$ cat src/dstr_defines.svh
// register offsets, reset values and limits of the decoder status/tone bank
// assumes an 8-bit register address space seen through the control port
`ifndef DSTR_DEFINES_SVH
`define DSTR_DEFINES_SVH

// register offsets
`define DSTR_OFS_FRAC_LOW 8'h64
`define DSTR_OFS_FRAC_HIGH 8'h65
`define DSTR_OFS_FRAMES_B0 8'h67
`define DSTR_OFS_FRAMES_B1 8'h68
`define DSTR_OFS_FRAMES_B2 8'h69
`define DSTR_OFS_MEAN_RATE 8'h6A
`define DSTR_OFS_FW_REV 8'h71
`define DSTR_OFS_DECODE_GO 8'h72
`define DSTR_OFS_HI_CORNER_LOW 8'h77
`define DSTR_OFS_HI_CORNER_HIGH 8'h78
`define DSTR_OFS_LO_CORNER_LOW 8'h79
`define DSTR_OFS_LO_CORNER_HIGH 8'h7A
`define DSTR_OFS_HI_GAIN 8'h7B
`define DSTR_OFS_LO_GAIN 8'h7C

// reset values
`define DSTR_HRST_FRAC_LOW 8'h00
`define DSTR_SRST_FRAC_LOW 8'h46
`define DSTR_RST_FRAC_HIGH 8'h5B
`define DSTR_RST_BYTE 8'h00
`define DSTR_RST_FRAMES 24'h000000
`define DSTR_UNMAPPED_READ 8'h00

// field positions
`define DSTR_GO_BIT 0
`define DSTR_BYTE_HI 15:8
`define DSTR_BYTE_LO 7:0
`define DSTR_FRAMES_TOP 23:16
`define DSTR_FRAMES_WIDTH 24

// gain limit in 1.5 dB steps
`define DSTR_GAIN_MAX 8'h0C
`define DSTR_GAIN_MIN 8'hF4

// rate input carries 4 fraction bits; half a unit for rounding
`define DSTR_RATE_FRAC_BITS 4
`define DSTR_RATE_HALF 12'h008
`define DSTR_RATE_MAX 8'hFF
`define DSTR_RATE_WIDTH_MAX 16

`endif

$ cat src/dstr_pkg.sv
// types shared by the decoder status/tone register bank
// assumes the defines header for every numeric constant
package dstr_pkg;

  typedef logic [7:0] dstr_byte_t;

  typedef enum logic [0:0] {
    DSTR_IDLE,
    DSTR_DECODING
  } dstr_run_state_t;

endpackage

$ cat src/dstr_regs.sv
// control and status register bank of the audio decoder
// assumes a control-bus front end that delivers byte reads and writes,
// and a decoding core that reports sync, frames, bitrate and boot
`timescale 1ns/100ps
`include "dstr_defines.svh"

module dstr_regs import dstr_pkg::*; #(
  parameter logic [7:0] FW_REVISION = 8'h01, // arbitrary value
  parameter int RATE_WIDTH = 12
) (
  // clock and resets
  input wire logic mclk,
  input wire logic rst,
  input wire logic sw_reset,
  // register port from the control-bus front end
  input wire logic [7:0] reg_addr,
  input wire logic reg_wr,
  input wire logic [7:0] reg_wdata,
  input wire logic reg_rd,
  output logic [7:0] reg_rdata,
  output logic reg_rvalid,
  // decoding core status
  input wire logic core_sync,
  input wire logic [15:0] core_fraction,
  input wire logic core_family_48k,
  input wire logic frame_done,
  input wire logic [RATE_WIDTH-1:0] core_rate_x16,
  input wire logic boot_done,
  // controls toward the core and the clock synthesiser
  output logic decode_run,
  output logic [15:0] synth_fraction,
  output logic synth_fraction_active,
  output logic [15:0] high_shelf_corner,
  output logic [15:0] low_shelf_corner,
  output logic [7:0] high_shelf_steps,
  output logic [7:0] low_shelf_steps
);

  // refuse widths that the rounding slice cannot serve
  if (RATE_WIDTH < `DSTR_RATE_FRAC_BITS + 8 ||
      RATE_WIDTH > `DSTR_RATE_WIDTH_MAX) begin : g_rate_width_check
    $error("dstr_regs: RATE_WIDTH must be 12 to 16");
  end

  // address decode
  // writes to read-only or unmapped offsets hit nothing and are dropped
  logic hit_frac_lo;
  logic hit_frac_hi;
  logic hit_go;
  logic hit_hc_lo;
  logic hit_hc_hi;
  logic hit_lc_lo;
  logic hit_lc_hi;
  logic hit_hg;
  logic hit_lg;

  assign hit_frac_lo = reg_addr == `DSTR_OFS_FRAC_LOW;
  assign hit_frac_hi = reg_addr == `DSTR_OFS_FRAC_HIGH;
  assign hit_go = reg_addr == `DSTR_OFS_DECODE_GO;
  assign hit_hc_lo = reg_addr == `DSTR_OFS_HI_CORNER_LOW;
  assign hit_hc_hi = reg_addr == `DSTR_OFS_HI_CORNER_HIGH;
  assign hit_lc_lo = reg_addr == `DSTR_OFS_LO_CORNER_LOW;
  assign hit_lc_hi = reg_addr == `DSTR_OFS_LO_CORNER_HIGH;
  assign hit_hg = reg_addr == `DSTR_OFS_HI_GAIN;
  assign hit_lg = reg_addr == `DSTR_OFS_LO_GAIN;

  // stored registers
  dstr_byte_t synth_fraction_low;
  dstr_byte_t synth_fraction_high;
  dstr_byte_t high_shelf_corner_low;
  dstr_byte_t high_shelf_corner_high;
  dstr_byte_t low_shelf_corner_low;
  dstr_byte_t low_shelf_corner_high;
  dstr_byte_t high_shelf_gain;
  dstr_byte_t low_shelf_gain;
  dstr_byte_t mean_stream_rate;
  logic booted;
  dstr_run_state_t run_state;

  // fraction: the core load wins over a host write in the same cycle,
  // so the tracked setting is never overwritten by a stale host value
  dstr_byte_t next_frac_lo;
  dstr_byte_t next_frac_hi;

  assign next_frac_lo = sw_reset ? `DSTR_SRST_FRAC_LOW :
                        core_sync ? core_fraction[`DSTR_BYTE_LO] :
                        (reg_wr && hit_frac_lo) ? reg_wdata :
                        synth_fraction_low;
  assign next_frac_hi = sw_reset ? `DSTR_RST_FRAC_HIGH :
                        core_sync ? core_fraction[`DSTR_BYTE_HI] :
                        (reg_wr && hit_frac_hi) ? reg_wdata :
                        synth_fraction_high;

  always_ff @(posedge mclk or posedge rst) begin
    if (rst) begin
      // hardware reset value of the low byte is undefined; zero is used
      synth_fraction_low <= `DSTR_HRST_FRAC_LOW;
      synth_fraction_high <= `DSTR_RST_FRAC_HIGH;
    end else begin
      synth_fraction_low <= next_frac_lo;
      synth_fraction_high <= next_frac_hi;
    end
  end

  // concatenated value feeding the synthesiser fraction term
  assign synth_fraction = {synth_fraction_high, synth_fraction_low};

  // this fraction only drives the 48/32 kHz family of rates; the flag is
  // registered so the synthesiser never sees a glitch from the core side
  always_ff @(posedge mclk or posedge rst) begin
    if (rst) begin
      synth_fraction_active <= 1'b0;
    end else begin
      synth_fraction_active <= core_family_48k;
    end
  end

  // tone control bytes: host writable, cleared by either reset
  dstr_byte_t next_hc_lo;
  dstr_byte_t next_hc_hi;
  dstr_byte_t next_lc_lo;
  dstr_byte_t next_lc_hi;
  dstr_byte_t next_hg;
  dstr_byte_t next_lg;

  assign next_hc_lo = sw_reset ? `DSTR_RST_BYTE :
                      (reg_wr && hit_hc_lo) ? reg_wdata :
                      high_shelf_corner_low;
  assign next_hc_hi = sw_reset ? `DSTR_RST_BYTE :
                      (reg_wr && hit_hc_hi) ? reg_wdata :
                      high_shelf_corner_high;
  assign next_lc_lo = sw_reset ? `DSTR_RST_BYTE :
                      (reg_wr && hit_lc_lo) ? reg_wdata :
                      low_shelf_corner_low;
  assign next_lc_hi = sw_reset ? `DSTR_RST_BYTE :
                      (reg_wr && hit_lc_hi) ? reg_wdata :
                      low_shelf_corner_high;
  assign next_hg = sw_reset ? `DSTR_RST_BYTE :
                   (reg_wr && hit_hg) ? reg_wdata :
                   high_shelf_gain;
  assign next_lg = sw_reset ? `DSTR_RST_BYTE :
                   (reg_wr && hit_lg) ? reg_wdata :
                   low_shelf_gain;

  always_ff @(posedge mclk or posedge rst) begin
    if (rst) begin
      high_shelf_corner_low <= `DSTR_RST_BYTE;
      high_shelf_corner_high <= `DSTR_RST_BYTE;
      low_shelf_corner_low <= `DSTR_RST_BYTE;
      low_shelf_corner_high <= `DSTR_RST_BYTE;
      high_shelf_gain <= `DSTR_RST_BYTE;
      low_shelf_gain <= `DSTR_RST_BYTE;
    end else begin
      high_shelf_corner_low <= next_hc_lo;
      high_shelf_corner_high <= next_hc_hi;
      low_shelf_corner_low <= next_lc_lo;
      low_shelf_corner_high <= next_lc_hi;
      high_shelf_gain <= next_hg;
      low_shelf_gain <= next_lg;
    end
  end

  // corner limits are the host's to keep; the bank passes them unchecked
  assign high_shelf_corner = {high_shelf_corner_high,
                              high_shelf_corner_low};
  assign low_shelf_corner = {low_shelf_corner_high,
                             low_shelf_corner_low};

  // gain steps toward the filter, clamped and registered
  logic [7:0] hg_clamped;
  logic [7:0] lg_clamped;

  dstr_gain_sat u_hg_sat (
    .raw(high_shelf_gain),
    .clamped(hg_clamped)
  );

  dstr_gain_sat u_lg_sat (
    .raw(low_shelf_gain),
    .clamped(lg_clamped)
  );

  always_ff @(posedge mclk or posedge rst) begin
    if (rst) begin
      high_shelf_steps <= `DSTR_RST_BYTE;
      low_shelf_steps <= `DSTR_RST_BYTE;
    end else begin
      high_shelf_steps <= hg_clamped;
      low_shelf_steps <= lg_clamped;
    end
  end

  // run flag: a write of 1 leaves idle; the host orders its setup first
  logic go_write;
  dstr_run_state_t next_run_state;

  assign go_write = reg_wr && hit_go;

  always_comb begin
    next_run_state = run_state;
    case (run_state)
      DSTR_IDLE: begin
        if (go_write && reg_wdata[`DSTR_GO_BIT]) begin
          next_run_state = DSTR_DECODING;
        end
      end
      DSTR_DECODING: begin
        if (go_write && !reg_wdata[`DSTR_GO_BIT]) begin
          next_run_state = DSTR_IDLE;
        end
      end
      default: begin
        next_run_state = DSTR_IDLE;
      end
    endcase
    if (sw_reset) begin
      next_run_state = DSTR_IDLE;
    end
  end

  always_ff @(posedge mclk or posedge rst) begin
    if (rst) begin
      run_state <= DSTR_IDLE;
    end else begin
      run_state <= next_run_state;
    end
  end

  assign decode_run = run_state == DSTR_DECODING;

  // frame counter
  logic [`DSTR_FRAMES_WIDTH-1:0] frame_count;

  dstr_frame_counter #(
    .WIDTH(`DSTR_FRAMES_WIDTH)
  ) u_frames (
    .mclk(mclk),
    .rst(rst),
    .sw_reset(sw_reset),
    .frame_done(frame_done),
    .count(frame_count)
  );

  // mean bitrate: round the fixed-point core figure to whole kbit/s
  logic [RATE_WIDTH:0] rate_sum;
  logic [RATE_WIDTH-`DSTR_RATE_FRAC_BITS:0] rate_whole;
  logic rate_over;
  dstr_byte_t next_rate;

  assign rate_sum = {1'b0, core_rate_x16} +
                    (RATE_WIDTH+1)'(`DSTR_RATE_HALF);
  assign rate_whole = rate_sum[RATE_WIDTH:`DSTR_RATE_FRAC_BITS];
  // a byte tops out at 255 kbit/s; higher rates read as the maximum
  assign rate_over = rate_whole >
                     (RATE_WIDTH-`DSTR_RATE_FRAC_BITS+1)'(`DSTR_RATE_MAX);
  assign next_rate = sw_reset ? `DSTR_RST_BYTE :
                     rate_over ? `DSTR_RATE_MAX :
                     rate_whole[`DSTR_BYTE_LO];

  always_ff @(posedge mclk or posedge rst) begin
    if (rst) begin
      mean_stream_rate <= `DSTR_RST_BYTE;
    end else begin
      mean_stream_rate <= next_rate;
    end
  end

  // boot flag: sticky once the embedded software is up
  always_ff @(posedge mclk or posedge rst) begin
    if (rst) begin
      booted <= 1'b0;
    end else begin
      booted <= booted || boot_done;
    end
  end

  // read mux
  dstr_byte_t read_sel;
  dstr_byte_t firmware_revision;
  dstr_byte_t go_readback;

  assign firmware_revision = booted ? FW_REVISION : `DSTR_RST_BYTE;

  // go reads back the live run state, not the last byte written
  assign go_readback = dstr_byte_t'(decode_run) << `DSTR_GO_BIT;

  always_comb begin
    case (reg_addr)
      `DSTR_OFS_FRAC_LOW: read_sel = synth_fraction_low;
      `DSTR_OFS_FRAC_HIGH: read_sel = synth_fraction_high;
      `DSTR_OFS_FRAMES_B0: read_sel = frame_count[`DSTR_BYTE_LO];
      `DSTR_OFS_FRAMES_B1: read_sel = frame_count[`DSTR_BYTE_HI];
      `DSTR_OFS_FRAMES_B2: read_sel = frame_count[`DSTR_FRAMES_TOP];
      `DSTR_OFS_MEAN_RATE: read_sel = mean_stream_rate;
      `DSTR_OFS_FW_REV: read_sel = firmware_revision;
      `DSTR_OFS_DECODE_GO: read_sel = go_readback;
      `DSTR_OFS_HI_CORNER_LOW: read_sel = high_shelf_corner_low;
      `DSTR_OFS_HI_CORNER_HIGH: read_sel = high_shelf_corner_high;
      `DSTR_OFS_LO_CORNER_LOW: read_sel = low_shelf_corner_low;
      `DSTR_OFS_LO_CORNER_HIGH: read_sel = low_shelf_corner_high;
      `DSTR_OFS_HI_GAIN: read_sel = high_shelf_gain;
      `DSTR_OFS_LO_GAIN: read_sel = low_shelf_gain;
      default: read_sel = `DSTR_UNMAPPED_READ;
    endcase
  end

  // read data registered one cycle after the strobe
  // rdata holds between reads, so a slow host may still take it late
  always_ff @(posedge mclk or posedge rst) begin
    if (rst) begin
      reg_rdata <= `DSTR_RST_BYTE;
      reg_rvalid <= 1'b0;
    end else begin
      reg_rvalid <= reg_rd;
      if (reg_rd) begin
        reg_rdata <= read_sel;
      end
    end
  end

endmodule // dstr_regs

$ cat src/dstr_frame_counter.sv
// 24-bit decoded-frame counter, cleared by hardware and software reset
// assumes frame_done is a one-cycle pulse per decoded frame
`timescale 1ns/100ps
`include "dstr_defines.svh"

module dstr_frame_counter import dstr_pkg::*; #(
  parameter int WIDTH = 24
) (
  // clock and resets
  input wire logic mclk,
  input wire logic rst,
  input wire logic sw_reset,
  // events
  input wire logic frame_done,
  // count
  output logic [WIDTH-1:0] count
);

  // the register map exposes exactly three count bytes
  if (WIDTH != `DSTR_FRAMES_WIDTH) begin : g_width_check
    $error("dstr_frame_counter: register map needs WIDTH of 24");
  end

  logic [WIDTH-1:0] next_count;

  // soft reset wins over a frame in the same cycle
  assign next_count = sw_reset ? `DSTR_RST_FRAMES :
                      frame_done ? count + 1'b1 : count;

  always_ff @(posedge mclk or posedge rst) begin
    if (rst) begin
      count <= `DSTR_RST_FRAMES;
    end else begin
      count <= next_count;
    end
  end

endmodule // dstr_frame_counter

$ cat src/dstr_gain_sat.sv
// clamps a signed gain byte to the allowed step range
// combinational; the caller registers the result
`timescale 1ns/100ps
`include "dstr_defines.svh"

module dstr_gain_sat import dstr_pkg::*; (
  // raw gain as written by the host
  input wire logic [7:0] raw,
  // clamped gain
  output logic [7:0] clamped
);

  logic signed [7:0] raw_s;
  logic signed [7:0] lim_hi;
  logic signed [7:0] lim_lo;
  logic over;
  logic under;

  assign raw_s = signed'(raw);
  assign lim_hi = signed'(`DSTR_GAIN_MAX);
  assign lim_lo = signed'(`DSTR_GAIN_MIN);
  assign over = raw_s > lim_hi;
  assign under = raw_s < lim_lo;
  // saturate instead of wrapping so a wild value cannot flip boost to cut
  assign clamped = over ? `DSTR_GAIN_MAX :
                   under ? `DSTR_GAIN_MIN : raw;

endmodule // dstr_gain_sat

$ cat config.mk
export PLATFORM = sky130hd
export DESIGN_NAME = dstr_regs
export DESIGN_NICKNAME = d
export VERILOG_FILES = /design/src/dstr_pkg.sv /design/src/dstr_regs.sv /design/src/dstr_frame_counter.sv /design/src/dstr_gain_sat.sv
export VERILOG_INCLUDE_DIRS = /design/src /design/src/src
export SDC_FILE = /design/constraint.sdc
export NUM_CORES = 1
export LEC_CHECK = 0
export ABC_AREA = 1
export BUFFER_PORTS_ARGS = -buffer_cell sky130_fd_sc_hd__buf_2
export CORE_AREA = 3 3 150 152
export DETAILED_ROUTE_END_ITERATION = 8
export DIE_AREA = 0 0 153 155
export PLACE_DENSITY_LB_ADDON = 0.15
export RECOVER_POWER = 25
export SLEW_MARGIN = 30
export SYNTH_ARGS = -nofsm -noshare
export SYNTH_HDL_FRONTEND = slang
export SYNTH_SLANG_ARGS = --single-unit
$ cat constraint.sdc
create_clock -name mclk -period 3.8 [get_ports mclk]
set_clock_uncertainty 0.15 [all_clocks]
set_input_delay 0 -clock mclk [delete_from_list [all_inputs] [get_ports mclk]]
set_output_delay 0 -clock mclk [all_outputs]
set_load 0.05 [all_outputs]
== Word level (Yosys, flattened, before mapping) ==
Cells that the tools add are included.

* Register bits after elaboration: 124
* Input port bits: 53
* Output and inout bits: 75
* Logic and storage cells: 93

* Add/sub/neg operators: 2
* $lt $le $gt $ge: 5
* Equality and inequality tests: 14
* Multiplexer cells: 32
* Bitwise logic cells: 1
* Reductions and logical operators: 22

{| class="wikitable"
|+ Operator list
! operator !! number
|-
| $mux 8 || 24
|-
| $eq 8x7->1 const B || 14
|-
| $pmux 8 s14 || 1
|-
| $mux 24 || 2
|-
| $add 24x1->24 const B || 1
|-
| $gt 8x5->1 const B || 2
|-
| $lt 8x5->1 const B || 2
|-
| $reduce_bool 2->1 || 7
|-
| $add 12x4->13 const B || 1
|-
| $logic_and 1x1->1 || 11
|-
| $gt 9x8->1 const B || 1
|-
| $reduce_bool 3->1 || 2
|-
| $mux 1 || 4
|-
| $pmux 1 s2 || 1
|-
| $logic_not 1->1 || 1
|-
| $logic_or 1x1->1 || 1
|-
| $not 1->1 || 1
|}

== Longest topological paths before layout ==
* Word-level depth: 6
* Gate-level depth with buffers: 11
* Depth with buffers taken out: 11

== By module ==
Synthesis repeated with hierarchy kept, for this count alone.

* Cell total of the unflattened synthesis: 859
* Area, all modules: 6789.0 um2

{| class="wikitable"
|+ Modules (own cells, without submodules)
! module !! instances !! cells each !! area an instance (um2)
|-
| dstr_regs || 1 || 601 || 5038.6
|-
| dstr_frame_counter || 1 || 192 || 1425.1
|-
| dstr_gain_sat || 2 || 33 || 162.7
|}

== Worst setup path before layout ==
Ideal clock, no wire load.

* Kind: flip-flop to flip-flop
* Start point: register u_frames.count[0]
* End point: register u_frames.count[22]
* Arrival: 1390 ps
* Path slack: 2140 ps
* Stages on the path, launching flop included: 9
* Buffers on the path: 0
* Cells stage by stage: dfrtp_1 > ha_1 > inv_1 > nor3_1 > nand3_1 > nor2_1 > nand2_1 > o21ai_0 > nor2_1

* Longest elaborated chain between the ends: 3

{| class="wikitable"
|+ Ends and longest elaborated chain
! item !! RTL line !! text
|-
| from (decl) || dstr_frame_counter.sv:16 || <nowiki>output logic [WIDTH-1:0] count</nowiki>
|-
| from (signal assigned) || dstr_frame_counter.sv:32 || <nowiki>count <= `DSTR_RST_FRAMES;</nowiki>
|-
| from (signal assigned) || dstr_frame_counter.sv:34 || <nowiki>count <= next_count;</nowiki>
|-
| $add 24x1->24 || dstr_frame_counter.sv:28 || <nowiki>frame_done ? count + 1'b1 : count;</nowiki>
|-
| $mux 24 || dstr_frame_counter.sv:28 ||
|-
| $mux 24 || dstr_frame_counter.sv:27 || <nowiki>assign next_count = sw_reset ? `DSTR_RST_FRAMES :</nowiki>
|}

Every way passes these cells. The select of a mux whose other input is x is not followed.
A chain may end at the register's enable or synchronous reset.

== Worst setup path in the final report ==
* Start point: input core_rate_x16[9]
* End point: register mean_stream_rate[7]

* Longest elaborated chain between the ends: 4

{| class="wikitable"
|+ Ends and longest elaborated chain
! item !! RTL line !! text
|-
| from (decl) || dstr_regs.sv:27 || <nowiki>input wire logic [RATE_WIDTH-1:0] core_rate_x16,</nowiki>
|-
| $add 12x4->13 * || dstr_regs.sv:250 || <nowiki>assign rate_sum = {1'b0, core_rate_x16} +</nowiki>
|-
| $gt 9x8->1 || dstr_regs.sv:254 || <nowiki>assign rate_over = rate_whole ></nowiki>
|-
| $mux 8 * || dstr_regs.sv:257 || <nowiki>rate_over ? `DSTR_RATE_MAX :</nowiki>
|-
| $mux 8 * || dstr_regs.sv:256 || <nowiki>assign next_rate = sw_reset ? `DSTR_RST_BYTE :</nowiki>
|-
| via next_rate[7] || dstr_regs.sv:248 || <nowiki>dstr_byte_t next_rate;</nowiki>
|-
| to (signal assigned) || dstr_regs.sv:262 || <nowiki>mean_stream_rate <= `DSTR_RST_BYTE;</nowiki>
|-
| to (signal assigned) || dstr_regs.sv:264 || <nowiki>mean_stream_rate <= next_rate;</nowiki>
|-
| to (decl) || dstr_regs.sv:76 || <nowiki>dstr_byte_t mean_stream_rate;</nowiki>
|}

The timed path passes the listed nets; every way through them passes the cells marked *.

==> impl_summary.txt <==
----------------------------------------------------
[Synthesis]
  Largest cells by area after synthesis ... dfrtp_1, nand2_1, o21ai_0
  Synthesized-area fraction occupied by adder cells ... 0.007897
  Ranking of synthesized cells by instance count ... nand2_1, dfrtp_1, o21ai_0, inv_1, nor2_1
  Most common flop cell mapped by yosys ... dfrtp_1
  Compound-Gate Fraction of Synth Area ... 0.1380
  #FFs+latches synth ... approximately 120
  Post-synthesis area per instance ... 7.672 um2
  Mapped Cells ... about 830
  Main combinational cell family by area after synthesis ... simple AND/OR/NAND/NOR gates
  Asr flop ratio synth ... 1.000
  Share of the yosys chip area belonging to registers ... 0.4906
  Mapped Nets ... ~880
  Synthesized area ... around 6300 um2
  Most numerous cell in the Yosys netlist ... nand2_1
  Cell type contributing the most total cell area after synthesis ... dfrtp_1
  Simple-gate portion of the synthesized area ... 0.2788
  Count of yosys warnings during synthesis ... 0
  Yosys top cell area share ... 0.4699
  Count of unique library cells instantiated by Yosys ... 34
  Post-synthesis mux area share ... 0
  EDFF count, synth ... 0
  Post-synthesis xor/xnor area fraction ... 0.005528

[Clock network]
  Number of buffers on the longest clock path ... 2
  TritonCTS clock tree ... done
  TritonCTS Sinks ... roughly 120
  Setup Buffers After CTS ... 0
  Worst-path clk slew ... around 0.05 ns
  Number of levels the H-tree was split into ... 4
  Clock insertion delay at the later pin of the skew report ... between 0.4 and 0.5 ns
  Number of clock buffers inserted by TritonCTS ... 17
  Root buffer cell ... clkbuf_16

[Critical path]
  Bufs and invs on worst path ... 6
  Worst R2R End ... u_frames.count[22]
  Largest fanout on the critical path ... 4
  Flop-to-flop setup slack ... about 1.8 ns
  Type of element capturing the critical path ... flop
  Class of the most critical setup path ... input port to flop
  Top Family by Delay on Critical Path ... buffers and inverters
  Reg-to-Reg Start ... u_frames.count[0]
  Slowest stage cell, crit path ... dlygate4sd3_1
  Worst path max stage delay ... 0.58 ns
  Dominant cell type by count on the critical path ... dlygate4sd3_1
  Critical Path AT ... between 2 and 3 ns
  Required time of the critical path ... roughly 4.0 ns
  Count of cells along the worst register-to-register path ... 8
  Series of cell instances along the critical path ... dlygate4sd3_1 > buf_2 > nand2_1 > inv_1 > nand2_1 > dlygate4sd3_1 > nor4_1 > dlygate4sd3_1 > nor3_1 > dlygate4sd3_1
  Critical path startpoint category ... input port

[Timing]
  Worst slew slack as a fraction of its limit ... -0.5884
  Final worst path period share ... 0.7042
  Worst Hold Slack ... -0.001084 ns
  Max Clk Rate ... about 370 MHz
  Final setup violating endpoints ... 0
  Total count of hold-check failures in the final report ... 1
  Crit path time final ... around 2.7 ns
  Total negative slack for setup checks ... 0 ns
  Slew @ Worst Pin ... about 2.4 ns
  Final Max Slew Viols ... 61
  Unrepaired setup endpoints after global routing ... false
  Fin worst setup slack ... between 1 and 1.5 ns

[Status]
  Status ... finished, violations left
  Violated checks ... hold timing, capacitance limit, slew limit

[Power]
  Maximum vdd drop ... about 250 uV
  Static leakage ... about 0.0041 uW
  Power Density ... between 400 and 500 nW/um2
  Final Power ... ~3500 uW

[Floorplanning]
  Height of the chip ... approximately 160 um
  Top-Level Pins ... about 130
  Core Footprint ... between 20000 and 25000 um2
  Row cnt ... 53
  Initial standard-cell utilization of the core ... 0.2996
  Horizontal extent of the die ... approximately 150 um
  Die Footprint ... roughly 24000 um2

[Place]
  Placed standard-cell area ... ~7200 um2
  Routability cong. ... 0.8479
  Pre-CTS setup slack ... 1.634 ns
  Total of buffers placed on input and output ports ... 124
  Post-DP HPWL ... 15.63 mm

[Global route]
  First-pass GRT wire length ... roughly 34 mm
  All-Layer GR Usage ... 0.1823
  Antenna violations before repair ... 2
  Total grt overflow ... 0
  Largest net degree at the start of global routing ... 65
  Number of global-route vias before repair ... slightly below 6000

[Route]
  Number of nets with antenna violations after detailed routing ... 0
  Via Count ... 6188
  1st-iter DRT viols ... just over 400
  DRC errors left ... 0
  Total length of routed wires ... about 21 mm
  Number of search-and-repair iterations in the first detailed-routing pass ... 5
  Via-per-instance ratio ... 4.709
  Wire length per cell ... around 16 um

[Finish]
  Signed area change from the synthesized netlist to the final layout ... 34.73%
  Nets@finish ... about 1100
  Share of cells above drive strength 1 ... 0.1627
  Total inserted antenna cells ... 0
  Final cell area excluding filler cells ... between 8000 and 9000 um2

[Min path]
  Path type of the worst min-delay path ... input port to flop
  Number of cells on the worst hold path ... 5
  Beginning of the worst hold path ... reg_wdata[7]
  Min-Delay Endpoint ... low_shelf_gain[7]

[Job]
  Max-cap check violation count ... 1

----------------------------------------------------
==> power breakdown <==
part	internal (uW)	switching, uW
Combinational	151	349
Clock	1000	589
Sequential	1380	44.3
==> worst max-delay path by stage <==
| stage | startpoint | cells after the start | end |
|---|---|---|---|
| 3_3_place_gp | reg_addr[7] | 11 | high_shelf_corner_low[6] |
| 2_1_floorplan | rst | 1 | booted |
| 6_report | core_rate_x16[9] | 10 | mean_stream_rate[7] |
| 3_5_place_dp | reg_addr[7] | 11 | high_shelf_corner_low[0] |
| 4_1_cts | core_rate_x16[9] | 10 | mean_stream_rate[7] |
| 5_1_grt | rst | 3 | u_frames.count[20] |
==> state kept, by name (all words and copies together), names as in the netlist, 8 cells and up <==
name	count
low_shelf_corner_high	8
mean_stream_rate	8
high_shelf_corner_high	8
synth_fraction_high	8
synth_fraction_low	8
high_shelf_corner_low	8
low_shelf_steps	8
u_frames.count	24
low_shelf_gain	8
high_shelf_steps	8
reg_rdata	8
high_shelf_gain	8
low_shelf_corner_low	8
==> area by class of cell <==
class / count / area (um2)
multi-input combinational: 575 / 2726
inverter: 106 / 397.9
tap: 275 / 344.1
sequential: 124 / 3109
clock inverter: 6 / 57.56
fill: 2237 / 12620
clock buffer: 26 / 519.2
timing repair buffer: 202 / 1384
==> worst min-delay path, stage by stage <==
cell and delay, ns:
buf_2 0.09, inv_1 0.08, nor2_1 0.17, nand2_1 0.11, o21ai_0 0.07
==> placed cells by master (no fill, tap or decap), drive strengths merged, types with 5 or more instances in the layout <==
cell type    instances
a31oi                5
a21oi               40
nand2              203
dfstp                5
dfrtp              119
nor2                95
nand4                6
clkbuf              44
buf                109
o21ai              111
inv                106
nand3               79
nor3                14
dlygate4sd3         75
==> metrics by stage <==
stage          cells    util
2_1_floorplan    826       -
3_3_place_gp    1207  0.3420
3_5_place_dp    1207  0.3420
4_1_cts         1314  0.4048
5_1_grt         1314  0.4036
6_report        1314  0.4036
==> repair_timing <==
| item | CTS | global route |
|---|---|---|
| resized for setup | 0 | 0 |
| hold endpoints to repair | 126 | 0 |
| hold buffers | 75 | 0 |
==> layer usage <==
layer,track usage,routed length [um],vias to the layer above
met5,0,35,-
met4,0.05431,314,4
met3,0.03616,1022,27
met2,0.2754,9287,177
met1,0.2654,10590,2885
li1,-,-,3095
==> cell families after synthesis <==
| kind of cell | after synthesis |
|---|---|
| and+or+nand+nor | 405 |
| adders and majority gates | 4 |
| buffers and inverters | 127 |
| AOI/OAI and AO/OA | 162 |
| xor gates and xnor gates | 4 |
| DFF | 124 |
(Power assumes the default switching activity.)
